## config.mk

```make
export PLATFORM = sky130hd
export DESIGN_NAME = wdr_top
export DESIGN_NICKNAME = d
export VERILOG_FILES = /design/src/common/wdr_pkg.sv /design/src/common/wdr_tmr_if.sv /design/src/rtl/wdr_sync.sv /design/src/rtl/wdr_tmr.sv /design/src/rtl/wdr_top.sv
export SDC_FILE = /design/constraint.sdc
export NUM_CORES = 1
export LEC_CHECK = 0
export ABC_AREA = 1
export BUFFER_PORTS_ARGS = -buffer_cell sky130_fd_sc_hd__buf_4
export CELL_PAD_IN_SITES_DETAIL_PLACEMENT = 1
export CELL_PAD_IN_SITES_GLOBAL_PLACEMENT = 2
export CORE_AREA = 2 2 156 158
export DETAILED_ROUTE_END_ITERATION = 8
export DIE_AREA = 0 0 158 160
export PLACE_DENSITY = 0.8
export SETUP_SLACK_MARGIN = 0.4
export SYNTH_ARGS = -nofsm -noshare
export SYNTH_HDL_FRONTEND = slang
export SYNTH_SLANG_ARGS = --single-unit
```

## constraint.sdc

```tcl
create_clock -name aclk -period 2.2 [get_ports aclk]
set_input_delay 0.22 -clock aclk [delete_from_list [all_inputs] [get_ports aclk]]
set_output_delay 0.22 -clock aclk [all_outputs]
set_load 0.02 [all_outputs]
```

## src/common/wdr_pkg.sv

```systemverilog
// shared constants and types for the wake delay and reset status block
package wdr_pkg;
  // ---------------------------------------------------------------
  // timing
  // ---------------------------------------------------------------
  localparam int CLK_NS = 20;
  localparam int CSD_NS = 2000;
  localparam int OSC_NS = 20000;
  localparam int PLL_NS = 100000;
  localparam int SETTLE_NS = 100000;
  localparam int CSD_CYC = (CSD_NS + CLK_NS - 1) / CLK_NS;
  localparam int OSC_CYC = (OSC_NS + CLK_NS - 1) / CLK_NS;
  localparam int PLL_CYC_DEF = (PLL_NS + CLK_NS - 1) / CLK_NS;
  localparam int SETTLE_CYC_DEF = (SETTLE_NS + CLK_NS - 1) / CLK_NS;
  localparam int TW = 20;
  // timer channels
  localparam int T_CSD = 0;
  localparam int T_OSC = 1;
  localparam int T_PLL = 2;
  localparam int T_SETTLE = 3;
  localparam int NT = 4;
  // ---------------------------------------------------------------
  // register map
  // ---------------------------------------------------------------
  localparam int ADDR_W = 8;
  localparam logic [ADDR_W-1:0] A_RCC = 8'h00;
  localparam logic [ADDR_W-1:0] A_OSC = 8'h04;
  localparam logic [ADDR_W-1:0] A_STAT = 8'h08;
  localparam logic [ADDR_W-1:0] A_MASK = 8'h0c;
  localparam logic [1:0] RESP_OK = 2'h0;
  localparam logic [1:0] RESP_ERR = 2'h2;
  // reset_cause_control bits
  localparam int RCC_W = 8;
  localparam int B_PRIO = 7;
  localparam int B_SWBO = 6;
  localparam int B_INSTR = 4;
  localparam int B_WDOG = 3;
  localparam int B_SLEEP = 2;
  localparam int B_PWRUP = 1;
  localparam int B_DIP = 0;
  localparam logic [RCC_W-1:0] RCC_RST = 8'h5c;
  localparam logic [RCC_W-1:0] RCC_WMASK = 8'hd3;
  // oscillator control/status fields
  localparam int F_FREQ = 0;
  localparam int FREQ_W = 3;
  localparam logic [FREQ_W-1:0] FREQ_1MHZ = 3'h3;
  localparam int F_XRDY = 8;
  localparam int F_FRDY = 9;
  localparam int F_HOLD = 10;
  localparam int F_CAUSE = 12;
  // interrupt status bits
  localparam int IRQ_W = 4;
  localparam int I_WAKE = 0;
  localparam int I_XRDY = 1;
  localparam int I_FRDY = 2;
  localparam int I_WDT = 3;
  // brownout configuration codes
  localparam logic [1:0] BO_CFG_OFF = 2'h0;
  localparam logic [1:0] BO_CFG_SW = 2'h1;
  // ---------------------------------------------------------------
  // types
  // ---------------------------------------------------------------
  typedef enum logic [1:0] {
    PRE_PRIMARY = 2'h0, PRE_SLOW = 2'h1, PRE_FAST = 2'h2, PRE_NONE = 2'h3
  } wdr_pre_e;
  typedef enum logic [1:0] {
    POST_CRYSTAL = 2'h0, POST_PLL = 2'h1, POST_EXT = 2'h2, POST_FAST = 2'h3
  } wdr_post_e;
  typedef enum logic [2:0] {
    CAUSE_PWRUP = 3'h0, CAUSE_EXT_RUN = 3'h1, CAUSE_EXT_PM = 3'h2,
    CAUSE_WDT = 3'h3, CAUSE_DIP = 3'h4, CAUSE_INSTR = 3'h5,
    CAUSE_STK_FULL = 3'h6, CAUSE_STK_UNDER = 3'h7
  } wdr_cause_e;
  typedef enum logic [2:0] {
    ST_IDLE = 3'h1, ST_OSC = 3'h2, ST_PLL = 3'h4
  } wdr_st_e;
endpackage

```

## src/common/wdr_tmr_if.sv

```systemverilog
// start and status lines between the wake sequencer and its timers
`timescale 1ns/1ps
interface wdr_tmr_if;
  import wdr_pkg::*;
  logic [NT-1:0] start;
  logic [NT-1:0] busy;
  logic [NT-1:0] done;
  modport ctl (output start, input busy, input done);
  modport tmr (input start, output busy, output done);
endinterface

```

## src/rtl/wdr_sync.sv

```systemverilog
// two-flop synchroniser for asynchronous pin inputs
`timescale 1ns/1ps
module wdr_sync #(
  parameter int W = 1,
  parameter logic [W-1:0] RST = '0
) (
  input logic aclk,
  input logic aresetn,
  input logic [W-1:0] d,
  output logic [W-1:0] q
);
  for (genvar i = 0; i < W; i++) begin : g_bit
    logic meta_q;
    always_ff @(posedge aclk) begin
      if (!aresetn) begin
        meta_q <= RST[i];
        q[i] <= RST[i];
      end else begin
        meta_q <= d[i];
        q[i] <= meta_q;
      end
    end
  end
endmodule // wdr_sync

```

## src/rtl/wdr_tmr.sv

```systemverilog
// bank of down-counting delay timers, one per delay kind
`timescale 1ns/1ps
module wdr_tmr
  import wdr_pkg::*;
#(
  parameter logic [NT*TW-1:0] LENS = '0
) (
  input logic aclk,
  input logic aresetn,
  wdr_tmr_if.tmr t
);
  // restart on start reloads the full length, even mid-count
  for (genvar i = 0; i < NT; i++) begin : g_ch
    logic [TW-1:0] cnt_q;
    always_ff @(posedge aclk) begin
      if (!aresetn) begin
        cnt_q <= '0;
      end else if (t.start[i]) begin
        cnt_q <= LENS[i*TW +: TW];
      end else if (cnt_q != '0) begin
        cnt_q <= cnt_q - 1'b1;
      end
    end
    assign t.busy[i] = (cnt_q != '0);
    assign t.done[i] = (cnt_q == TW'(1));
  end
endmodule // wdr_tmr

```

## src/rtl/wdr_top.sv

```systemverilog
// wake delay selection and reset cause status with axi4-lite access
//
// Added by the designer: the register offsets and register access over AXI4-Lite.
`timescale 1ns/1ps

// Summary of operation
// - primary idle reset wake costs only cpu wake delay; ready flag by target.
// - crystal wake from slow, fast or sleep waits start-up, plus lock for pll.
// - pll lock interval timed by its own timer after start-up count.
// - cpu wake delay on every wake except fast to fast, concurrent with other delays.
// - fast oscillator frequency select resets to 1 MHz.
// - wake to fast oscillator runs on; stable flag set after settle time from slow or sleep, at once otherwise.
// - fast stays fast means no delay; external or rc costs cpu delay.
// - eight reset causes are told apart.
// - low five status bits record which reset events happened.
// - events clear flags; software sets them again afterwards.
// - bit 7 priority enable resets to 0 and drives priority mode.
// - bit 6 switches brownout only when config field is 01.
// - bit 5 reads 0; 4,1,0 writable; 3,2 read-only; reset values.
// - watchdog flag set by power-up, clear or sleep; cleared by timeout.
// - sleep flag set by power-up or clear; cleared by sleep.
// - brownout leaves supply dip flag 0 with power-up flag still 1.
module wdr_top
  import wdr_pkg::*;
#(
  parameter int PLL_CYC = PLL_CYC_DEF,
  parameter int SETTLE_CYC = SETTLE_CYC_DEF
) (
  input logic aclk,
  input logic aresetn,
  input logic awvalid,
  output logic awready,
  input logic [ADDR_W-1:0] awaddr,
  input logic wvalid,
  output logic wready,
  input logic [31:0] wdata,
  input logic [3:0] wstrb,
  output logic bvalid,
  input logic bready,
  output logic [1:0] bresp,
  input logic arvalid,
  output logic arready,
  input logic [ADDR_W-1:0] araddr,
  output logic rvalid,
  input logic rready,
  output logic [31:0] rdata,
  output logic [1:0] rresp,
  input logic wake_req,
  input wdr_pre_e pre_src,
  input wdr_post_e post_src,
  input logic pm_mode,
  input logic external_reset_pin_n,
  input logic wdt_timeout,
  input logic clrwdt_instr,
  input logic sleep_instr,
  input logic reset_instr,
  input logic brownout_evt,
  input logic stack_full,
  input logic stack_underflow,
  input logic [1:0] brownout_config_field,
  output logic exec_hold,
  output logic crystal_ready_flag,
  output logic fast_internal_stable_flag,
  output logic [FREQ_W-1:0] fast_osc_freq_sel,
  output logic priority_levels_enable,
  output logic brownout_enable,
  output logic irq
);
  localparam logic [NT*TW-1:0] LENS = {TW'(SETTLE_CYC), TW'(PLL_CYC),
    TW'(OSC_CYC), TW'(CSD_CYC)};

  logic aw_got_q, w_got_q, bvalid_q, rvalid_q, wr_fire, ar_fire;
  logic [ADDR_W-1:0] awaddr_q;
  logic [31:0] wdata_q, rdata_q, rd_val;
  logic [3:0] wstrb_q;
  logic [1:0] bresp_q, rresp_q;
  logic rd_hit, wr_hit, wr_rcc, wr_osc, wr_mask, rd_stat;
  logic [RCC_W-1:0] rcc_q;
  logic [FREQ_W-1:0] freq_q;
  logic [IRQ_W-1:0] stat_q, mask_q, ev;
  wdr_cause_e cause_q;
  wdr_st_e st_q;
  wdr_post_e post_q;
  logic hold_q, xrdy_q, frdy_q, bo_en_q;
  logic ext_s, ext_d_q, ext_fall;
  logic wake_go, same_fast, osc_restart, osc_done, chain_end;
  logic start_csd, start_osc, start_pll, start_settle, hold_d;
  logic xrdy_set, xrdy_clr, frdy_set, frdy_clr;

  // ---------------------------------------------------------------
  // axi4-lite slave
  // ---------------------------------------------------------------
  assign awready = !aw_got_q && !bvalid_q;
  assign wready = !w_got_q && !bvalid_q;
  assign arready = !rvalid_q;
  assign wr_fire = aw_got_q && w_got_q && !bvalid_q;
  assign ar_fire = arvalid && !rvalid_q;
  assign bvalid = bvalid_q;
  assign bresp = bresp_q;
  assign rvalid = rvalid_q;
  assign rdata = rdata_q;
  assign rresp = rresp_q;

  always_ff @(posedge aclk) begin
    if (!aresetn) begin
      aw_got_q <= 1'b0;
      awaddr_q <= '0;
    end else if (awvalid && awready) begin
      aw_got_q <= 1'b1;
      awaddr_q <= awaddr;
    end else if (wr_fire) begin
      aw_got_q <= 1'b0;
    end
  end

  always_ff @(posedge aclk) begin
    if (!aresetn) begin
      w_got_q <= 1'b0;
      wdata_q <= '0;
      wstrb_q <= '0;
    end else if (wvalid && wready) begin
      w_got_q <= 1'b1;
      wdata_q <= wdata;
      wstrb_q <= wstrb;
    end else if (wr_fire) begin
      w_got_q <= 1'b0;
    end
  end

  assign wr_hit = (awaddr_q == A_RCC) || (awaddr_q == A_OSC) ||
    (awaddr_q == A_STAT) || (awaddr_q == A_MASK);
  // only byte lane 0 carries writable fields
  assign wr_rcc = wr_fire && (awaddr_q == A_RCC) && wstrb_q[0];
  assign wr_osc = wr_fire && (awaddr_q == A_OSC) && wstrb_q[0];
  assign wr_mask = wr_fire && (awaddr_q == A_MASK) && wstrb_q[0];

  always_ff @(posedge aclk) begin
    if (!aresetn) begin
      bvalid_q <= 1'b0;
      bresp_q <= RESP_OK;
    end else if (wr_fire) begin
      bvalid_q <= 1'b1;
      bresp_q <= wr_hit ? RESP_OK : RESP_ERR;
    end else if (bready) begin
      bvalid_q <= 1'b0;
    end
  end

  always_comb begin
    rd_hit = 1'b1;
    rd_val = '0;
    case (araddr)
      A_RCC: rd_val[RCC_W-1:0] = rcc_q;
      A_OSC: begin
        rd_val[F_FREQ +: FREQ_W] = freq_q;
        rd_val[F_XRDY] = xrdy_q;
        rd_val[F_FRDY] = frdy_q;
        rd_val[F_HOLD] = hold_q;
        rd_val[F_CAUSE +: 3] = cause_q;
      end
      A_STAT: rd_val[IRQ_W-1:0] = stat_q;
      A_MASK: rd_val[IRQ_W-1:0] = mask_q;
      default: rd_hit = 1'b0;
    endcase
  end

  always_ff @(posedge aclk) begin
    if (!aresetn) begin
      rvalid_q <= 1'b0;
      rdata_q <= '0;
      rresp_q <= RESP_OK;
    end else if (ar_fire) begin
      rvalid_q <= 1'b1;
      rdata_q <= rd_val;
      rresp_q <= rd_hit ? RESP_OK : RESP_ERR;
    end else if (rready) begin
      rvalid_q <= 1'b0;
    end
  end

  // ---------------------------------------------------------------
  // reset cause and control register
  // ---------------------------------------------------------------
  // later assignments win: a hardware event beats a software set
  always_ff @(posedge aclk) begin
    if (!aresetn) begin
      rcc_q <= RCC_RST;
    end else begin
      if (wr_rcc) begin
        rcc_q <= (rcc_q & ~RCC_WMASK) | (wdata_q[RCC_W-1:0] & RCC_WMASK);
      end
      if (clrwdt_instr) begin
        rcc_q[B_WDOG] <= 1'b1;
        rcc_q[B_SLEEP] <= 1'b1;
      end
      if (sleep_instr) begin
        rcc_q[B_WDOG] <= 1'b1;
        rcc_q[B_SLEEP] <= 1'b0;
      end
      if (wdt_timeout) begin
        rcc_q[B_WDOG] <= 1'b0;
      end
      if (reset_instr) begin
        rcc_q[B_INSTR] <= 1'b0;
      end
      if (brownout_evt) begin
        rcc_q[B_DIP] <= 1'b0;
      end
    end
  end

  assign priority_levels_enable = rcc_q[B_PRIO];

  // software bit only counts in the software-controlled config
  always_ff @(posedge aclk) begin
    if (!aresetn) begin
      bo_en_q <= 1'b0;
    end else begin
      case (brownout_config_field)
        BO_CFG_OFF: bo_en_q <= 1'b0;
        BO_CFG_SW: bo_en_q <= rcc_q[B_SWBO];
        default: bo_en_q <= 1'b1;
      endcase
    end
  end
  assign brownout_enable = bo_en_q;

  wdr_sync #(.W(1), .RST(1'b1)) u_pin_sync (
    .aclk(aclk),
    .aresetn(aresetn),
    .d(external_reset_pin_n),
    .q(ext_s)
  );

  always_ff @(posedge aclk) begin
    if (!aresetn) begin
      ext_d_q <= 1'b1;
    end else begin
      ext_d_q <= ext_s;
    end
  end
  assign ext_fall = ext_d_q && !ext_s;

  // a power-up is the only cause recorded by reset itself
  always_ff @(posedge aclk) begin
    if (!aresetn) begin
      cause_q <= CAUSE_PWRUP;
    end else if (stack_underflow) begin
      cause_q <= CAUSE_STK_UNDER;
    end else if (stack_full) begin
      cause_q <= CAUSE_STK_FULL;
    end else if (reset_instr) begin
      cause_q <= CAUSE_INSTR;
    end else if (brownout_evt) begin
      cause_q <= CAUSE_DIP;
    end else if (wdt_timeout && !pm_mode) begin
      cause_q <= CAUSE_WDT;
    end else if (ext_fall) begin
      cause_q <= pm_mode ? CAUSE_EXT_PM : CAUSE_EXT_RUN;
    end
  end

  always_ff @(posedge aclk) begin
    if (!aresetn) begin
      freq_q <= FREQ_1MHZ;
    end else if (wr_osc) begin
      freq_q <= wdata_q[F_FREQ +: FREQ_W];
    end
  end
  assign fast_osc_freq_sel = freq_q;

  // ---------------------------------------------------------------
  // wake delay selection
  // ---------------------------------------------------------------
  wdr_tmr_if tmr ();
  wdr_tmr #(.LENS(LENS)) u_tmr (
    .aclk(aclk),
    .aresetn(aresetn),
    .t(tmr)
  );

  // a wake request while a wake is still held is dropped
  assign wake_go = wake_req && (st_q == ST_IDLE) && !tmr.busy[T_CSD];
  assign same_fast = (pre_src == PRE_FAST) &&
    (post_src == POST_FAST);
  assign osc_restart = (pre_src != PRE_PRIMARY) &&
    ((post_src == POST_CRYSTAL) || (post_src == POST_PLL));
  assign start_csd = wake_go && !same_fast;
  assign start_osc = wake_go && osc_restart;
  assign start_settle = wake_go && (post_src == POST_FAST) &&
    ((pre_src == PRE_SLOW) || (pre_src == PRE_NONE));
  assign osc_done = (st_q == ST_OSC) && tmr.done[T_OSC];
  assign start_pll = osc_done && (post_q == POST_PLL);
  assign chain_end = (osc_done && (post_q != POST_PLL)) ||
    ((st_q == ST_PLL) && tmr.done[T_PLL]);
  assign tmr.start[T_CSD] = start_csd;
  assign tmr.start[T_OSC] = start_osc;
  assign tmr.start[T_PLL] = start_pll;
  assign tmr.start[T_SETTLE] = start_settle;

  always_ff @(posedge aclk) begin
    if (!aresetn) begin
      st_q <= ST_IDLE;
    end else begin
      case (st_q)
        ST_IDLE: if (start_osc) st_q <= ST_OSC;
        ST_OSC: if (osc_done) st_q <= start_pll ? ST_PLL : ST_IDLE;
        ST_PLL: if (tmr.done[T_PLL]) st_q <= ST_IDLE;
        default: st_q <= ST_IDLE;
      endcase
    end
  end

  always_ff @(posedge aclk) begin
    if (!aresetn) begin
      post_q <= POST_CRYSTAL;
    end else if (wake_go) begin
      post_q <= post_src;
    end
  end

  // settle time does not hold execution; cpu and oscillator delays overlap
  assign hold_d = start_csd || start_osc ||
    (tmr.busy[T_CSD] && !tmr.done[T_CSD]) ||
    ((st_q != ST_IDLE) && !chain_end);

  always_ff @(posedge aclk) begin
    if (!aresetn) begin
      hold_q <= 1'b0;
    end else begin
      hold_q <= hold_d;
    end
  end
  assign exec_hold = hold_q;

  assign xrdy_set = chain_end ||
    (tmr.done[T_CSD] && (post_q == POST_EXT)) ||
    (wake_go && (pre_src == PRE_PRIMARY) && (post_src != POST_FAST));
  assign xrdy_clr = wake_go && (osc_restart || (post_src == POST_FAST));
  assign frdy_set = tmr.done[T_SETTLE] || (wake_go &&
    (post_src == POST_FAST) &&
    ((pre_src == PRE_FAST) || (pre_src == PRE_PRIMARY)));
  assign frdy_clr = start_settle;

  always_ff @(posedge aclk) begin
    if (!aresetn) begin
      xrdy_q <= 1'b0;
    end else if (xrdy_set) begin
      xrdy_q <= 1'b1;
    end else if (xrdy_clr) begin
      xrdy_q <= 1'b0;
    end
  end

  always_ff @(posedge aclk) begin
    if (!aresetn) begin
      frdy_q <= 1'b0;
    end else if (frdy_set) begin
      frdy_q <= 1'b1;
    end else if (frdy_clr) begin
      frdy_q <= 1'b0;
    end
  end
  assign crystal_ready_flag = xrdy_q;
  assign fast_internal_stable_flag = frdy_q;

  // ---------------------------------------------------------------
  // interrupts
  // ---------------------------------------------------------------
  assign ev[I_WAKE] = hold_q && !hold_d;
  assign ev[I_XRDY] = xrdy_set;
  assign ev[I_FRDY] = frdy_set;
  assign ev[I_WDT] = wdt_timeout;
  assign rd_stat = ar_fire && (araddr == A_STAT);

  // event in the clearing read cycle survives: it was not in the data
  always_ff @(posedge aclk) begin
    if (!aresetn) begin
      stat_q <= '0;
    end else if (rd_stat) begin
      stat_q <= ev;
    end else begin
      stat_q <= stat_q | ev;
    end
  end

  always_ff @(posedge aclk) begin
    if (!aresetn) begin
      mask_q <= '0;
    end else if (wr_mask) begin
      mask_q <= wdata_q[IRQ_W-1:0];
    end
  end
  assign irq = |(stat_q & mask_q);

  // ---------------------------------------------------------------
  // assertions
  // ---------------------------------------------------------------
  localparam int CSD_M1 = CSD_CYC - 1;
  logic [TW-1:0] osc_n_q;
  always_ff @(posedge aclk) begin
    if (!aresetn || st_q != ST_OSC) begin
      osc_n_q <= '0;
    end else begin
      osc_n_q <= osc_n_q + 1'b1;
    end
  end
endmodule // wdr_top

```

==> run_results.csv <==
group,metric,value,unit
floorplanning,die_h,160,um
grt,grt_overflow,0,
pwr,pwr-share-clk,22.8,%
timing,tightest_slew,0.568,ns
worst_setup_path,arrival,2.03,ns
final_layout,layout_commonest_cell,"nor2_1",
hold_path,hold_depth,2,
pwr,p_int,0.00745,W
detailed_routing,route.met2.wl,9790,um
pwr,ir_worst_vdd,0.391,mV
logic_synthesis,synth_top_family_by_area,"simple AND/OR/NAND/NOR gates",
floorplanning,rows,57,
worst_setup_path,endpoint_kind,"flip-flop",
clock_tree,cts_made_buffers,17,
run_status,status,"complete, no violations",
detailed_routing,wl_met1,9720,um
worst_setup_path,crit-reg2reg-capture,"rcc_q[0]",
detailed_routing,drc,0,
pwr,p_seq_share,30.6,%
timing,fin_tns_setup,0,ns
worst_setup_path,reg2reg_depth,7,
timing,hold_viol,0,
clock_tree,cts_htree_levels,4,
grt,grt_first_pass_wirelength,34600,um
job,maxCapViolCount,0,
logic_synthesis,synth_mux_area_share,0.139,%
grt,grt_pass1_vias,7002,
placement,gp_congestion,0.799,
floorplanning,pin_count,125,
clock_tree,clock-sinks,148,
detailed_routing,drtIter0Drc,218,
detailed_routing,vias,6780,
logic_synthesis,syn_inst,1012,
grt,grt_max_degree,51,
logic_synthesis,yosys_warnings,0,
clock_tree,cts.path.max_buffers,2,
final_layout,nNetsFinal,1214,
floorplanning,core_area,23800,sq um
hold_path,min_path_type,"in2reg",
worst_setup_path,cp.required,2.54,ns
worst_setup_path,critical_path.max_fanout,6,
logic_synthesis,synth_xor_area_share,5.95,%
pwr,power.density,1430,nW/um^2
timing,max_slew_margin,62.1,%
logic_synthesis,yosys.cell_types.count,40,
logic_synthesis,synth-simple-area-share,34.4,%
floorplanning,dieArea,25300,sq um
worst_setup_path,regToRegSetupSlack,0.51,ns
detailed_routing,antenna_left,0,
logic_synthesis,synth_compound_area_share,8.93,%
placement,hpwlAfterDp,15300,um
timing,skew,0.0155,ns
pwr,switching_power,0.00558,W
pwr,p_sw_share,42.8,%
floorplanning,start_util,30.3,%
timing,period_share,76.8,%
logic_synthesis,ys_seq_elements,148,
logic_synthesis,netlist_area,7220,sq um
timing,fmax,592,MHz
floorplanning,die_w,158,um
worst_setup_path,worstSetupStartpointType,"flip-flop",
detailed_routing,wl_per_cell,14.0,um
detailed_routing,drt-total-wl,20600,um
logic_synthesis,synth.avg_cell_area,7.13,sq um
detailed_routing,highest-signal-layer,"met4",
timing,setup_violations,0,
hold_path,min_from,"wdt_timeout",
logic_synthesis,synth_fa_ha_area_share,1.91,%
pwr,p_leak,4.07,nW
hold_path,worst_hold_path.endpoint,"rcc_q[3]",
final_layout,n_antenna_cell,0,
timing,hold_ws,0.0323,ns
timing,rsz0062_at_grt,"yes",
placement,portBuffers,75,
clock_tree,clk_pin_slew,0.07,ns
final_layout,drive_above_1_share,19.3,%
clock_tree,cts-root-buf,"clkbuf_16",
detailed_routing,route.met3.wl,840,um
pwr,comb_power_share,46.6,%
clock_tree,clock_latency,0.43,ns
grt,track_usage,17.0,%
clock_tree,cts_tree,"done",
worst_setup_path,rr_startpoint,"aw_got_q",
detailed_routing,via_per_inst,4.63,
logic_synthesis,yosysSeqAreaShare,41.0,%
final_layout,mostFrequentLayoutCells,"181 x nor2_1, 180 x nand2_1, 145 x dfxtp_1",
worst_setup_path,critPathKind,"reg2reg",
timing,maxSlewViolCount,0,
grt,antenna_found_initial,0,
timing,fin_crit,1.69,ns
detailed_routing,first_pass_iters,4,
final_layout,area_growth_syn_to_layout,26.2,%
-- synth_stat cells, drive strengths merged --
cell / number / area share (%)
o211ai: 3 / 0.31
nand2: 188 / 9.8
a21oi: 72 / 5.0
mux2i: 1 / 0.14
conb: 1 / 0.052
and3: 2 / 0.17
nand3: 63 / 4.4
nor3: 38 / 3.0
buf: 25 / 2.7
nand4: 24 / 2.2
o22ai: 1 / 0.087
clkbuf: 15 / 0.78
nand3b: 8 / 1.0
o2111ai: 1 / 0.12
clkinv: 4 / 0.21
nor2: 203 / 11
nor4: 8 / 0.69
o21ai: 42 / 2.9
dfxtp: 148 / 41
nor3b: 3 / 0.31
or2: 20 / 1.7
and3b: 1 / 0.12
o21bai: 1 / 0.10
a31oi: 1 / 0.087
o21a: 2 / 0.21
xor2: 31 / 3.8
ha: 11 / 1.9
a211oi: 1 / 0.10
inv: 76 / 4.0
xnor2: 18 / 2.2
-- cell families (layout without fill, tap and decap cells) --
group	Yosys count	count (layout)
flip-flops	148	148
adder cells (fa/ha/maj)	11	11
AND/OR/NAND/NOR	558	559
other	1	21
AO/OA/AOI/OAI	124	124
XOR/XNOR	49	49
buffers and inverters	120	228
multiplexers	1	1
-- what timing repair did --
item                       4_1_cts  5_1_grt
hold endpoints to repair         4        0
buffers inserted                 7        7
pin swaps                        8        9
resized for setup               21       37
hold buffers                     5        0
cloned                           1        1
setup endpoints to repair       66       84
-- sequential cells by signal, indices dropped and copies added, names as in the netlist, 2 cells and up --
name / count
fast_osc_freq_sel: 3
mask_q: 4
rcc_q: 7
post_q: 2
wdata_q: 7
awaddr_q: 8
rdata: 13
st_q: 3
cause_q: 3
stat_q: 4
u_tmr.g_ch.cnt_q: 80
-- critical path, cell delays in order, from the launching register on --
cell     delay, ns
dfxtp_1       0.36
nand2_1       0.06
nor2_1        0.15
inv_1         0.14
nor3_4        0.34
nand2_2       0.17
o21ai_1       0.16
nor3b_1       0.22
-- cell type report --
| class | instances | area (sq um) |
|---|---|---|
| Fill cell | 3001 | 14700 |
| Multi-Input combinational cell | 765 | 3960 |
| Sequential cell | 148 | 2970 |
| Timing Repair Buffer | 115 | 876 |
| Clock buffer | 18 | 429 |
| Tap cell | 324 | 405 |
| Inverter | 80 | 303 |
| Clock inverter | 14 | 165 |
| Timing Repair inverter | 1 | 7.51 |
-- through the flow --
| step | area, sq um | utilization [%] | setup WS (ns) | instances | total power (W) |
|---|---|---|---|---|---|
| 2_1_floorplan | 7290 | - | 0.561 | 1032 | 0.00819 |
| 3_3_place_gp | 8170 | 34.3 | 0.300 | 1412 | 0.00953 |
| 6_report | 9110 | 38.2 | 0.510 | 1465 | 0.0130 |
| 3_5_place_dp | 8170 | 34.3 | 0.189 | 1412 | 0.00968 |
| 5_1_grt | 9110 | 38.2 | 0.275 | 1465 | 0.0142 |
| 4_1_cts | 8940 | 37.5 | 0.391 | 1457 | 0.0129 |
-- layer usage --
layer,global-route usage [%],vias up
met5,0,-
met4,3.97,0
met3,4.40,18
met2,28.3,78
met1,21.8,3199
li1,-,3485
-- worst max path at each step --
stage,from,end,slack (ns),cells past startpoint
floorplan,u_tmr.g_ch[0].cnt_q[0],u_tmr.g_ch[3].cnt_q[10],0.56,10
global placement,u_tmr.g_ch[0].cnt_q[1],u_tmr.g_ch[1].cnt_q[13],0.30,9
detailed placement,u_tmr.g_ch[0].cnt_q[1],u_tmr.g_ch[1].cnt_q[13],0.19,9
CTS,u_tmr.g_ch[0].cnt_q[4],u_tmr.g_ch[3].cnt_q[10],0.39,8
global route,w_got_q,rcc_q[0],0.28,7
finish,aw_got_q,rcc_q[0],0.51,7
-- power groups by stage --
stage                     clock (W)  combinational, W  sequential, W
after global routing        0.00317           0.00694        0.00409
after detailed placement          0           0.00568        0.00400
after global placement            0           0.00554        0.00398
after floorplan                   0           0.00434        0.00386
final                       0.00296           0.00607        0.00399
after CTS                   0.00305           0.00589        0.00397
No activity file was read; power rests on OpenSTA's default activity.
